## config.mk

```make
export PLATFORM = sky130hd
export DESIGN_NAME = pfm_pin_mux
export DESIGN_NICKNAME = d
export VERILOG_FILES = /design/src/pfm_pkg.sv /design/src/pfm_irq_pulse.sv /design/src/pfm_pin_mux.sv
export SDC_FILE = /design/constraint.sdc
export NUM_CORES = 1
export LEC_CHECK = 0
export ABC_AREA = 1
export BUFFER_PORTS_ARGS = -buffer_cell sky130_fd_sc_hd__buf_2
export CORE_ASPECT_RATIO = 0.8
export CORE_MARGIN = 2
export CORE_UTILIZATION = 42
export CTS_BUF_LIST = sky130_fd_sc_hd__clkbuf_8
export CTS_CLUSTER_DIAMETER = 100
export DETAILED_ROUTE_END_ITERATION = 6
export PLACE_DENSITY = 0.72
export SLEW_MARGIN = 25
export SYNTH_ARGS = -nofsm -noshare
export SYNTH_HDL_FRONTEND = slang
export SYNTH_HIERARCHICAL = 1
export SYNTH_SLANG_ARGS = --single-unit
```

## constraint.sdc

```tcl
create_clock -name i_ref_clk -period 2.49 [get_ports i_ref_clk]
set_clock_uncertainty 0.1 [all_clocks]
set_input_delay 0.498 -clock i_ref_clk [delete_from_list [all_inputs] [get_ports i_ref_clk]]
set_output_delay 0.498 -clock i_ref_clk [all_outputs]
set_load 0.1 [all_outputs]
```

## src/pfm_pkg.sv

```systemverilog
// Package with register map, field layout and select codes of the pin function mux
package pfm_pkg;

  localparam int unsigned PFM_REF_CLK_HZ = 10_000_000;
  localparam int unsigned PFM_IRQ_PULSE_MS = 2;
  localparam int unsigned PFM_IRQ_PULSE_CYC = PFM_REF_CLK_HZ / 1000 * PFM_IRQ_PULSE_MS;

  localparam logic [7:0] PFM_ADDR_SDOUT = 8'h35;
  localparam logic [7:0] PFM_ADDR_SDIN = 8'h36;
  localparam logic [7:0] PFM_ADDR_MISO = 8'h37;
  localparam logic [7:0] PFM_ADDR_SCLK = 8'h38;

  localparam logic [7:0] PFM_RST_SDOUT = 8'h12;
  localparam logic [7:0] PFM_RST_SDIN = 8'h02;
  localparam logic [7:0] PFM_RST_MISO = 8'h02;
  localparam logic [7:0] PFM_RST_SCLK = 8'h02;

  // Writable bits per register; reserved bits and read-only pin levels read from elsewhere
  localparam logic [7:0] PFM_WMASK_SDOUT = 8'h1f;
  localparam logic [7:0] PFM_WMASK_SDIN = 8'h06;
  localparam logic [7:0] PFM_WMASK_MISO = 8'h1f;
  localparam logic [7:0] PFM_WMASK_SCLK = 8'h06;

  localparam int unsigned PFM_BIT_GPO = 0;
  localparam int unsigned PFM_BIT_PIN = 0;
  localparam int unsigned PFM_BIT_KEEPER_OFF = 4;
  localparam int unsigned PFM_SEL_LSB = 1;
  localparam int unsigned PFM_SDOUT_SEL_MSB = 3;
  localparam int unsigned PFM_MISO_SEL_MSB = 4;
  localparam int unsigned PFM_IN_SEL_MSB = 2;

  localparam logic [3:0] PFM_OUT_OFF = 4'h0;
  localparam logic [3:0] PFM_OUT_PRIMARY = 4'h1;
  localparam logic [3:0] PFM_OUT_GPO = 4'h2;
  localparam logic [3:0] PFM_OUT_CLOCK_OUTPUT = 4'h3;
  localparam logic [3:0] PFM_OUT_IRQ1 = 4'h4;
  localparam logic [3:0] PFM_OUT_IRQ2 = 4'h5;
  localparam logic [2:0] PFM_SDOUT_SEC_BCLK = 3'h6;
  localparam logic [2:0] PFM_SDOUT_SEC_WCLK = 3'h7;
  localparam logic [3:0] PFM_MISO_SEC_BCLK = 4'h9;
  localparam logic [3:0] PFM_MISO_SEC_WCLK = 4'ha;

  localparam logic [1:0] PFM_IN_OFF = 2'h0;
  localparam logic [1:0] PFM_IN_PRIMARY = 2'h1;
  localparam logic [1:0] PFM_IN_GPI = 2'h2;

  // Internal sources that may be routed onto an output pin
  typedef struct packed {
    logic primary_dout;
    logic spi_rdata;
    logic clock_output;
    logic sec_bclk;
    logic sec_wclk;
    logic sec_dout;
  } pfm_src_type;

  typedef struct packed {
    logic wr;
    logic rd;
    logic [7:0] addr;
    logic [7:0] wdata;
  } pfm_reg_req_type;

endpackage

```

## src/pfm_irq_pulse.sv

```systemverilog
// Interrupt pin shaper: one fixed-width pulse, or a repeating train until the flags are read
`timescale 1ns/1ns
module pfm_irq_pulse import pfm_pkg::*; #(
  parameter int unsigned PULSE_CYC = PFM_IRQ_PULSE_CYC
) (
  input wire logic i_ref_clk,
  input wire logic i_arst_n,
  input wire logic i_event,
  input wire logic i_repeat,
  input wire logic i_flag_read,
  output logic o_level
);

  localparam int unsigned CW = (PULSE_CYC > 1) ? $clog2(PULSE_CYC) : 1;
  localparam logic [CW-1:0] LAST = CW'(PULSE_CYC - 1);

  typedef enum logic [1:0] {PFM_IDLE, PFM_HIGH, PFM_GAP} pfm_pulse_state_type;

  pfm_pulse_state_type state_q;
  logic [CW-1:0] cnt_q;
  logic train_q;
  logic done;

  assign done = (cnt_q == LAST);

  // Only an event from idle arms the train, and it beats a flag read in the same cycle;
  // events during an active pulse or gap leave the mode alone
  always_ff @(posedge i_ref_clk or negedge i_arst_n) begin
    if (!i_arst_n) begin
      train_q <= 1'b0;
    end else if (i_event && (state_q == PFM_IDLE)) begin
      train_q <= i_repeat;
    end else if (i_flag_read) begin
      train_q <= 1'b0;
    end
  end

  always_ff @(posedge i_ref_clk or negedge i_arst_n) begin
    if (!i_arst_n) begin
      state_q <= PFM_IDLE;
      cnt_q <= '0;
    end else begin
      case (state_q)
        PFM_IDLE: begin
          cnt_q <= '0;
          if (i_event) begin
            state_q <= PFM_HIGH;
          end
        end
        PFM_HIGH: begin
          cnt_q <= done ? '0 : cnt_q + CW'(1);
          if (done) begin
            state_q <= (train_q && !i_flag_read) ? PFM_GAP : PFM_IDLE;
          end
        end
        PFM_GAP: begin
          cnt_q <= done ? '0 : cnt_q + CW'(1);
          if (!train_q || i_flag_read) begin
            state_q <= PFM_IDLE;
          end else if (done) begin
            state_q <= PFM_HIGH;
          end
        end
        default: begin
          state_q <= PFM_IDLE;
          cnt_q <= '0;
        end
      endcase
    end
  end

  // Active high while in the pulse phase; the last gap cycle raises it so the gap and
  // the pulse both last exactly the pulse count
  always_ff @(posedge i_ref_clk or negedge i_arst_n) begin
    if (!i_arst_n) begin
      o_level <= 1'b0;
    end else begin
      o_level <= ((state_q == PFM_IDLE) && i_event) || ((state_q == PFM_HIGH) && !done)
                 || ((state_q == PFM_GAP) && done && train_q && !i_flag_read);
    end
  end

endmodule // pfm_irq_pulse

```

## src/pfm_pin_mux.sv

```systemverilog
// Function multiplexer and function registers for four multi-purpose pins
`timescale 1ns/1ns
// Functional notes
// - Serial-out keeper bit D4: 0 enables the bus keeper, 1 disables; resets to 1.
// - Serial-out select D3-D1 routes off/primary/GPO/clock/irq1/irq2/sec bclk/sec wclk.
// - Serial-out as general-purpose output drives stored bit D0, reset 0.
// - Serial-in select D2-D1: off, primary data or clock input, GP input.
// - Serial-in register bit D0 reads back the current input pin level.
// - MISO select D4-D1: off, SPI read data (SPI mode only, else off), GPO, clock, irq1, irq2.
// - MISO codes 1001 and 1010 give secondary bit and word clocks.
// - MISO as general-purpose output drives stored bit D0, reset 0.
// - SCLK select D2-D1: off, SPI clock or secondary input, GP input.
// - SCLK register bit D0 reads back the live SCLK pin level.
// - Routed interrupts are active-high 2 ms pulses, or trains until flags read.
module pfm_pin_mux import pfm_pkg::*; #(
  parameter int unsigned IRQ_PULSE_CYC = PFM_IRQ_PULSE_CYC,
  parameter logic [3:0] MISO_SEC_DOUT_CODE = 4'h8
) (
  input wire logic i_ref_clk,
  input wire logic i_arst_n,
  input wire pfm_reg_req_type i_reg_req,
  output logic [7:0] o_reg_rdata,
  input wire pfm_src_type i_src,
  input wire logic i_spi_mode,
  input wire logic i_irq1_event,
  input wire logic i_irq1_repeat,
  input wire logic i_irq2_event,
  input wire logic i_irq2_repeat,
  input wire logic i_flag_read,
  input wire logic i_sdin_pin,
  input wire logic i_sclk_pin,
  output logic o_sdout_pin,
  output logic o_sdout_oe_n,
  output logic o_sdout_keeper_en,
  output logic o_miso_pin,
  output logic o_miso_oe_n,
  output logic o_sdin_to_core,
  output logic o_sclk_to_core,
  output logic o_sclk_spi_en
);

  logic [7:0] sdout_q;
  logic [7:0] sdin_q;
  logic [7:0] miso_q;
  logic [7:0] sclk_q;
  logic [1:0] sdin_sync_q;
  logic [1:0] sclk_sync_q;
  logic [1:0] irq_lvl;
  logic [1:0] irq_evt;
  logic [1:0] irq_rpt;
  logic sdout_d;
  logic sdout_oe_n_d;
  logic miso_d;
  logic miso_oe_n_d;
  logic [2:0] sdout_sel;
  logic [3:0] miso_sel;
  logic [1:0] sdin_sel;
  logic [1:0] sclk_sel;

  function automatic logic [7:0] wr_merge(input logic [7:0] cur, input logic [7:0] wd,
                                          input logic [7:0] mask);
    wr_merge = (cur & ~mask) | (wd & mask);
  endfunction

  // Output selection common to both output pins; returns {drive, level}
  function automatic logic [1:0] out_pick(input logic [3:0] sel, input logic gpo,
                                          input logic prim, input logic [1:0] irq);
    case (sel)
      PFM_OUT_PRIMARY: out_pick = {1'b1, prim};
      PFM_OUT_GPO: out_pick = {1'b1, gpo};
      PFM_OUT_CLOCK_OUTPUT: out_pick = {1'b1, i_src.clock_output};
      PFM_OUT_IRQ1: out_pick = {1'b1, irq[0]};
      PFM_OUT_IRQ2: out_pick = {1'b1, irq[1]};
      default: out_pick = 2'b00;
    endcase
  endfunction

  assign sdout_sel = sdout_q[PFM_SDOUT_SEL_MSB:PFM_SEL_LSB];
  assign miso_sel = miso_q[PFM_MISO_SEL_MSB:PFM_SEL_LSB];
  assign sdin_sel = sdin_q[PFM_IN_SEL_MSB:PFM_SEL_LSB];
  assign sclk_sel = sclk_q[PFM_IN_SEL_MSB:PFM_SEL_LSB];

  // Function registers; reserved bits are masked so they always read zero
  always_ff @(posedge i_ref_clk or negedge i_arst_n) begin
    if (!i_arst_n) begin
      sdout_q <= PFM_RST_SDOUT;
      sdin_q <= PFM_RST_SDIN;
      miso_q <= PFM_RST_MISO;
      sclk_q <= PFM_RST_SCLK;
    end else if (i_reg_req.wr) begin
      case (i_reg_req.addr)
        PFM_ADDR_SDOUT: sdout_q <= wr_merge(sdout_q, i_reg_req.wdata, PFM_WMASK_SDOUT);
        PFM_ADDR_SDIN: sdin_q <= wr_merge(sdin_q, i_reg_req.wdata, PFM_WMASK_SDIN);
        PFM_ADDR_MISO: miso_q <= wr_merge(miso_q, i_reg_req.wdata, PFM_WMASK_MISO);
        PFM_ADDR_SCLK: sclk_q <= wr_merge(sclk_q, i_reg_req.wdata, PFM_WMASK_SCLK);
        default: sdout_q <= sdout_q;
      endcase
    end
  end

  // Pin levels come from another domain, so two flops before any use
  always_ff @(posedge i_ref_clk or negedge i_arst_n) begin
    if (!i_arst_n) begin
      sdin_sync_q <= 2'b00;
      sclk_sync_q <= 2'b00;
    end else begin
      sdin_sync_q <= {sdin_sync_q[0], i_sdin_pin};
      sclk_sync_q <= {sclk_sync_q[0], i_sclk_pin};
    end
  end

  // Read data; the pin-level bit reflects the synchronised pin
  always_ff @(posedge i_ref_clk or negedge i_arst_n) begin
    if (!i_arst_n) begin
      o_reg_rdata <= 8'h00;
    end else if (i_reg_req.rd) begin
      case (i_reg_req.addr)
        PFM_ADDR_SDOUT: o_reg_rdata <= sdout_q;
        PFM_ADDR_SDIN: o_reg_rdata <= {sdin_q[7:1], sdin_sync_q[1]};
        PFM_ADDR_MISO: o_reg_rdata <= miso_q;
        PFM_ADDR_SCLK: o_reg_rdata <= {sclk_q[7:1], sclk_sync_q[1]};
        default: o_reg_rdata <= 8'h00;
      endcase
    end
  end

  assign irq_evt = {i_irq2_event, i_irq1_event};
  assign irq_rpt = {i_irq2_repeat, i_irq1_repeat};

  genvar g;
  generate
    for (g = 0; g < 2; g++) begin : g_irq
      pfm_irq_pulse #(
        .PULSE_CYC(IRQ_PULSE_CYC)
      ) u_pulse (
        .i_ref_clk(i_ref_clk),
        .i_arst_n(i_arst_n),
        .i_event(irq_evt[g]),
        .i_repeat(irq_rpt[g]),
        .i_flag_read(i_flag_read),
        .o_level(irq_lvl[g])
      );
    end
  endgenerate

  always_comb begin
    {sdout_oe_n_d, sdout_d} = {1'b1, 1'b0};
    case (sdout_sel)
      PFM_SDOUT_SEC_BCLK: {sdout_oe_n_d, sdout_d} = {1'b0, i_src.sec_bclk};
      PFM_SDOUT_SEC_WCLK: {sdout_oe_n_d, sdout_d} = {1'b0, i_src.sec_wclk};
      default: begin
        {sdout_oe_n_d, sdout_d} = out_pick({1'b0, sdout_sel}, sdout_q[PFM_BIT_GPO],
                                           i_src.primary_dout, irq_lvl) ^ 2'b10;
      end
    endcase
  end

  always_comb begin
    {miso_oe_n_d, miso_d} = {1'b1, 1'b0};
    if (miso_sel == PFM_MISO_SEC_BCLK) begin
      {miso_oe_n_d, miso_d} = {1'b0, i_src.sec_bclk};
    end else if (miso_sel == PFM_MISO_SEC_WCLK) begin
      {miso_oe_n_d, miso_d} = {1'b0, i_src.sec_wclk};
    end else if (miso_sel == MISO_SEC_DOUT_CODE) begin
      {miso_oe_n_d, miso_d} = {1'b0, i_src.sec_dout};
    end else if (miso_sel == PFM_OUT_PRIMARY && !i_spi_mode) begin
      {miso_oe_n_d, miso_d} = {1'b1, 1'b0};
    end else begin
      {miso_oe_n_d, miso_d} = out_pick(miso_sel, miso_q[PFM_BIT_GPO], i_src.spi_rdata,
                                       irq_lvl) ^ 2'b10;
    end
  end

  // Every pin output is retimed, so a select change lands cleanly one cycle later
  always_ff @(posedge i_ref_clk or negedge i_arst_n) begin
    if (!i_arst_n) begin
      o_sdout_pin <= 1'b0;
      o_sdout_oe_n <= 1'b1;
      o_miso_pin <= 1'b0;
      o_miso_oe_n <= 1'b1;
      o_sdout_keeper_en <= 1'b0;
    end else begin
      o_sdout_pin <= sdout_d;
      o_sdout_oe_n <= sdout_oe_n_d;
      o_miso_pin <= miso_d;
      o_miso_oe_n <= miso_oe_n_d;
      o_sdout_keeper_en <= !sdout_q[PFM_BIT_KEEPER_OFF];
    end
  end

  // Input pins feed the core only in their primary function (select 1); off and GP input read as 0
  always_ff @(posedge i_ref_clk or negedge i_arst_n) begin
    if (!i_arst_n) begin
      o_sdin_to_core <= 1'b0;
      o_sclk_to_core <= 1'b0;
      o_sclk_spi_en <= 1'b0;
    end else begin
      o_sdin_to_core <= (sdin_sel == PFM_IN_PRIMARY) && sdin_sync_q[1];
      o_sclk_to_core <= (sclk_sel == PFM_IN_PRIMARY) && sclk_sync_q[1];
      o_sclk_spi_en <= (sclk_sel == PFM_IN_PRIMARY) && i_spi_mode;
    end
  end

endmodule // pfm_pin_mux

```

* Word-level counts from Yosys, hierarchy flattened *
Cells that the tools add are included.

word-level totals
  latch bits = 0
  output and inout port bits = 16
  memories = 0
  ROM bits = 0
  word-level logic and storage cells = 143
  flip-flop bits (word level) = 90
  RAM bits = 0
  input port bits = 34

operators by class
  equal/unequal tests = 33
  multipliers = 0
  reductions and logical operators = 42
  div/mod/pow operators = 0
  shift-type cells = 0
  add/sub/neg operators = 2
  $lt $le $gt $ge = 0
  mux-type cells = 37
  bitwise gates (word level) = 6

operators with widths
  cell                                                                     number
  15-bit 2-to-1 mux                                                        4
  8-bit by 6-bit == test with 1-bit output, second input constant          4
  8-bit case mux with 4 select lines                                       1
  15-bit by 1-bit adder with 15-bit output, second input constant          2
  15-bit == test, second input constant                                    2
  2-bit 2-to-1 mux                                                         15
  2-bit case mux with 5 select lines                                       2
  1-bit logical AND                                                        16
  8-bit by 3-bit OR with 8-bit output                                      2
  8-bit by 5-bit OR with 8-bit output                                      2
  3-bit == test, second input constant                                     4
  4-bit == test, second input constant                                     3
  1-bit 2-to-1 mux                                                         12
  2-bit case mux with 3 select lines                                       2
  2-bit by 1-bit == test with 1-bit output, second input constant          4
  4-bit by 2-bit == test with 1-bit output, second input constant          2
  4-bit by 3-bit == test with 1-bit output, second input constant          2
  2-bit AND reduction                                                      4
  1-bit logical NOT                                                        7
  3-bit by 2-bit == test with 1-bit output, second input constant          2
  1-bit logical OR                                                         6
  3-bit by 1-bit inequality test with 1-bit output, second input constant  2
  3-bit AND reduction                                                      2
  2-bit OR reduction                                                       3
  9 further kinds                                                          15

* Depth between registers and ports, before layout *
  depth in word-level cells = 11
  depth in mapped cells = 8
  mapped depth without buffers = 8

* By module *
Netlist, hierarchy kept.

modules (own cells, without submodules)
  module                            sequential area each (µm²)  times used  area each (µm²)  cells each
  pfm_pin_mux                       809.5                       1           1551.5           184
  pfm_irq_pulse (g_irq[1].u_pulse)  475.5                       1           1108.6           140
  pfm_irq_pulse (g_irq[0].u_pulse)  475.5                       1           1092.3           140

* Least setup slack after synthesis *
Ideal clock, no wire load.

  kind = reg2out
  from = register o_reg_rdata[6]
  to = output o_reg_rdata[6]
  path slack = 536 ps
  required time = 1892 ps
  data arrival time = 1356 ps
  cell stages (with the launch flop) = 2
  path buffers = 1
  path through = dfrtp_1 -> buf_4

RTL lines
  what                    line                source
  start, declared         pfm_pin_mux.sv:22   output logic [7:0] o_reg_rdata,
  start signal, assigned  pfm_pin_mux.sv:118  PFM_ADDR_SDOUT: o_reg_rdata <= sdout_q;
  start signal, assigned  pfm_pin_mux.sv:119  PFM_ADDR_SDIN: o_reg_rdata <= {sdin_q[7:1], sdin_sync_q[1]};
  start signal, assigned  pfm_pin_mux.sv:120  PFM_ADDR_MISO: o_reg_rdata <= miso_q;

No word-level cell between the ends.

* Final worst setup path *
  from = register o_sdout_oe_n
  to = output o_sdout_oe_n

RTL lines
  what                    line                source
  start, declared         pfm_pin_mux.sv:33   output logic o_sdout_oe_n,
  start signal, assigned  pfm_pin_mux.sv:184  o_sdout_oe_n <= sdout_oe_n_d;

No word-level cell between the ends.

==> impl_metrics.json <==
{
  "post_drt_via_cell_ratio": 4.82,
  "cts_tree": "yes",
  "via_count": 3068,
  "cp_max_stage_delay_ns": 0.52,
  "grt_start_max_net_pins": 47,
  "required_ns": 1.89,
  "period_share_pct": 75.6,
  "crit_slowest_cell": "sky130_fd_sc_hd__dfstp_2",
  "initial_antenna_violation_count": 0,
  "mappedNetlistNets": 508,
  "chipHeight_um": 88.5,
  "power_switching_w": 0.00107,
  "internal_power_w": 0.00201,
  "die_w_um": 110,
  "track_usage_pct": 17.8,
  "clk_latency_ns": 0.35,
  "yosys_warnings": 6,
  "r2r_end": "g_irq[1].u_pulse/cnt_q[12]$_DFF_PN0_",
  "die_area_um2": 9710,
  "fmax_mhz": 531,
  "clkSlewWorstSetupHoldPaths_ns": 0.07,
  "timing.final.setup_violations": 0,
  "detailedRoute.firstPassIterationCount": 4,
  "power.combinational.fraction_pct": 27.1,
  "yosysUniqueCellTypes": 31,
  "design.core.area_um2": 8600,
  "route.antenna.remaining_nets": 0,
  "average_detailed_routed_wire_length_per_instance_um": 11.9,
  "post_cts_resize_count": 0,
  "hold-worst-slack_ns": 0.158,
  "maxSlewHeadroom_pct": 67.6,
  "timing_worst_setup_path_type": "register to output pin",
  "critical_path_buf_inv_count": 1,
  "yosys_most_used_dff": "sky130_fd_sc_hd__dfrtp_1",
  "cts_htree_levels": 3,
  "vdd_drop_max_uv": 287,
  "design.portCount": 50,
  "final_core_utilization_pct": 50.3,
  "gpl.final_weighted_congestion": 0.907,
  "buffer_ports.inserted": 46,
  "crit_family": "flip-flops",
  "worst_r2r_startpoint": "g_irq[1].u_pulse/cnt_q[0]$_DFF_PN0_",
  "swShare_pct": 34.8,
  "power.density_cell_area_nw_per_um2": 714,
  "total_nets_final": 564,
  "drt_wl_total_um": 7610,
  "synth_enable_flop_cells": 0,
  "worst_slew_pin_slew_ns": 0.489,
  "global_route_wire_length_before_repair_um": 13400,
  "r2r_setup_slack_ns": 0.98,
  "arrival_ns": 1.28,
  "yosys_register_bits": 70,
  "cts_num_sinks": 70,
  "layout_min_cycle_time_ns": 1.88,
  "grt_setup_unrepaired": "false",
  "post-cts-setup-buffers": 0,
  "instances_no_fill": 637,
  "place.detailed.instances": 620,
  "pwr-share-seq_pct": 44.0,
  "antenna-diode-count": 0,
  "yosys-top-cells-area": "sky130_fd_sc_hd__dfrtp_1, sky130_fd_sc_hd__nand2_1, sky130_fd_sc_hd__inv_1",
  "grt_pass1_vias": 3075,
  "crit_path_end_kind": "output pin",
  "status": "finished clean",
  "power.static_leakage_nw": 2.15,
  "number_of_buffers_created_by_cts": 9,
  "placementRows": 30,
  "critical_path.startpoint": "o_sdout_oe_n$_DFF_PN1_",
  "hpwl_um": 5780,
  "yosys.cell_count.top_type": "sky130_fd_sc_hd__nand2_1",
  "detail_route.wirelength.met1_um": 3670,
  "cap_violations": 0,
  "clk_root_buffer_cell": "sky130_fd_sc_hd__clkbuf_8",
  "worst_hold_path_type": "input pin to register",
  "cp-endpoint": "o_sdout_oe_n",
  "initial_core_util_pct": 43.7,
  "critPathLaunchType": "register",
  "crit_path_max_fanout": 1,
  "p_r_area_growth_vs_syn_pct": 15.2,
  "syn_area_um2": 3750,
  "critical_path.cell_chain": "buf_2",
  "yosys-top-cells-count": "sky130_fd_sc_hd__nand2_1, sky130_fd_sc_hd__inv_1, sky130_fd_sc_hd__dfrtp_1",
  "detailroute.wirelength.met2_um": 3440,
  "grt_remaining_overflow": 0,
  "synthCells": 464,
  "drc_errors": 0,
  "met3_length_um": 378,
  "share_clk_of_total_power_pct": 28.9,
  "netlist.top_cell.by_area": "sky130_fd_sc_hd__dfrtp_1",
  "syn_avg_cell_area_um2": 8.09,
  "ff2ff_path_depth": 8,
  "synth_top_area_share_pct": 42.0,
  "drive_above_1_share_pct": 20.6,
  "clock_buffer_depth": 2,
  "fillerInstances": 815,
  "final_hold_viol_count": 0,
  "seq_area_frac_synth_pct": 46.9,
  "report.final.slew_viol_count": 0,
  "asyncSetResetFlopFracSynth_pct": 100,
  "tns_ns": 0,
  "initialDrtViolationCount": 147,
  "cp_num_cells": 1,
  "top_signal_layer_used": "met4"
}
[how the worst min path moves through the flow]
stage	end	startpoint	cells past startpoint
after CTS	sdin_sync_q[0]$_DFF_PN0_	i_sdin_pin	1
final	sdin_sync_q[0]$_DFF_PN0_	i_sdin_pin	1
after global placement	sclk_sync_q[1]$_DFF_PN0_	sclk_sync_q[0]$_DFF_PN0_	0
after global routing	sdin_sync_q[0]$_DFF_PN0_	i_sdin_pin	1
after floorplan	g_irq[0].u_pulse/cnt_q[0]$_DFF_PN0_	i_arst_n	0
after detailed placement	sclk_sync_q[1]$_DFF_PN0_	sclk_sync_q[0]$_DFF_PN0_	0
[cells by family after synthesis]
family / Yosys count / share of synthesized area [%]
AND/OR/NAND/NOR: 259 / 34.0
buffers and inverters: 76 / 8.17
flip-flops: 70 / 46.9
AO/OA/AOI/OAI: 43 / 6.17
adder cells (fa/ha/maj): 10 / 3.33
XOR/XNOR: 6 / 1.40
[power by group through the flow]
stage                     Clock [W]  Sequential [W]  Combinational, W
after floorplan                   0         0.00141          0.000578
after global placement            0         0.00137          0.000810
after detailed placement          0         0.00138          0.000835
after CTS                  0.000928         0.00136          0.000838
after global routing       0.000986         0.00137          0.000963
final                      0.000893         0.00136          0.000835
[placed cells by master (no fill, tap or decap)]
cell type | Yosys | routed
sky130_fd_sc_hd__nand4_1 | 13 | 13
sky130_fd_sc_hd__o22ai_1 | 2 | 2
sky130_fd_sc_hd__xor2_1 | 6 | 6
sky130_fd_sc_hd__clkbuf_8 | 0 | 10
sky130_fd_sc_hd__nor2_1 | 55 | 55
sky130_fd_sc_hd__nand2_4 | 2 | 2
sky130_fd_sc_hd__dfrtp_1 | 63 | 63
sky130_fd_sc_hd__or2_2 | 2 | 2
sky130_fd_sc_hd__a31oi_1 | 1 | 1
sky130_fd_sc_hd__inv_4 | 2 | 2
sky130_fd_sc_hd__nand3_2 | 6 | 6
sky130_fd_sc_hd__o2111ai_1 | 2 | 2
sky130_fd_sc_hd__inv_1 | 70 | 72
sky130_fd_sc_hd__nand3_4 | 1 | 1
sky130_fd_sc_hd__nand2_1 | 109 | 109
sky130_fd_sc_hd__nor3_2 | 2 | 2
sky130_fd_sc_hd__ha_1 | 10 | 10
sky130_fd_sc_hd__clkinvlp_4 | 0 | 1
sky130_fd_sc_hd__bufinv_16 | 0 | 1
sky130_fd_sc_hd__a21oi_1 | 12 | 12
sky130_fd_sc_hd__buf_12 | 0 | 1
sky130_fd_sc_hd__buf_4 | 2 | 1
sky130_fd_sc_hd__o21ai_0 | 13 | 13
sky130_fd_sc_hd__dfstp_2 | 7 | 7
sky130_fd_sc_hd__nand3_1 | 29 | 29
sky130_fd_sc_hd__nor2_4 | 9 | 9
sky130_fd_sc_hd__nor2_2 | 1 | 1
sky130_fd_sc_hd__dlygate4sd3_1 | 0 | 1
sky130_fd_sc_hd__buf_2 | 1 | 46
sky130_fd_sc_hd__nor3_1 | 11 | 11
sky130_fd_sc_hd__nor2_8 | 1 | 1
sky130_fd_sc_hd__nand2_2 | 13 | 13
sky130_fd_sc_hd__o21ai_1 | 11 | 11
sky130_fd_sc_hd__nor3b_1 | 5 | 5
sky130_fd_sc_hd__clkinv_2 | 0 | 2
sky130_fd_sc_hd__o211ai_1 | 2 | 2
[per-stage QoR]
step                      setup WS (ns)  power (W)  cell area (um^2)
final                             0.608    0.00309              4320
after global routing              0.573    0.00332              4320
after CTS                         0.584    0.00312              4320
after detailed placement          0.858    0.00221              4120
after global placement            0.897    0.00218              4120
after floorplan                   0.536    0.00199              3750
[routing by layer]
layer  up-vias  track usage, %
li1       1579               -
met1      1407            23.3
met2        72            28.2
met3        10            5.08
met4         0            6.44
met5         -               0
[layout make-up]
class | count | area (um^2) | share of cell area, %
clock inverters | 6 | 55.1 | 1.27
inverters | 72 | 275 | 6.37
repair buffers | 49 | 268 | 6.20
clock buffers | 10 | 138 | 3.18
multi-input cells | 318 | 1690 | 39.0
flip-flops and latches | 70 | 1760 | 40.7
well taps | 112 | 140 | 3.24
[repair_timing]
item | 4_1_cts | 5_1_grt
setup endpoints to repair | 0 | 0
hold buffers | 1 | 0
endpoints found under the hold margin | 7 | 0
[state kept, by name, indices dropped and copies added (netlist names)]
name,flops
g_irq.u_pulse/cnt_q,30
g_irq.u_pulse/o_level,2
g_irq.u_pulse/state_q,4
g_irq.u_pulse/train_q,2
miso_q,5
o_miso_oe_n,1
o_miso_pin,1
o_reg_rdata,6
o_sclk_spi_en,1
o_sclk_to_core,1
o_sdin_to_core,1
o_sdout_keeper_en,1
o_sdout_oe_n,1
o_sdout_pin,1
sclk_q,2
sclk_sync_q,2
sdin_q,2
sdin_sync_q,2
sdout_q,5
(Power assumes the default switching activity.)
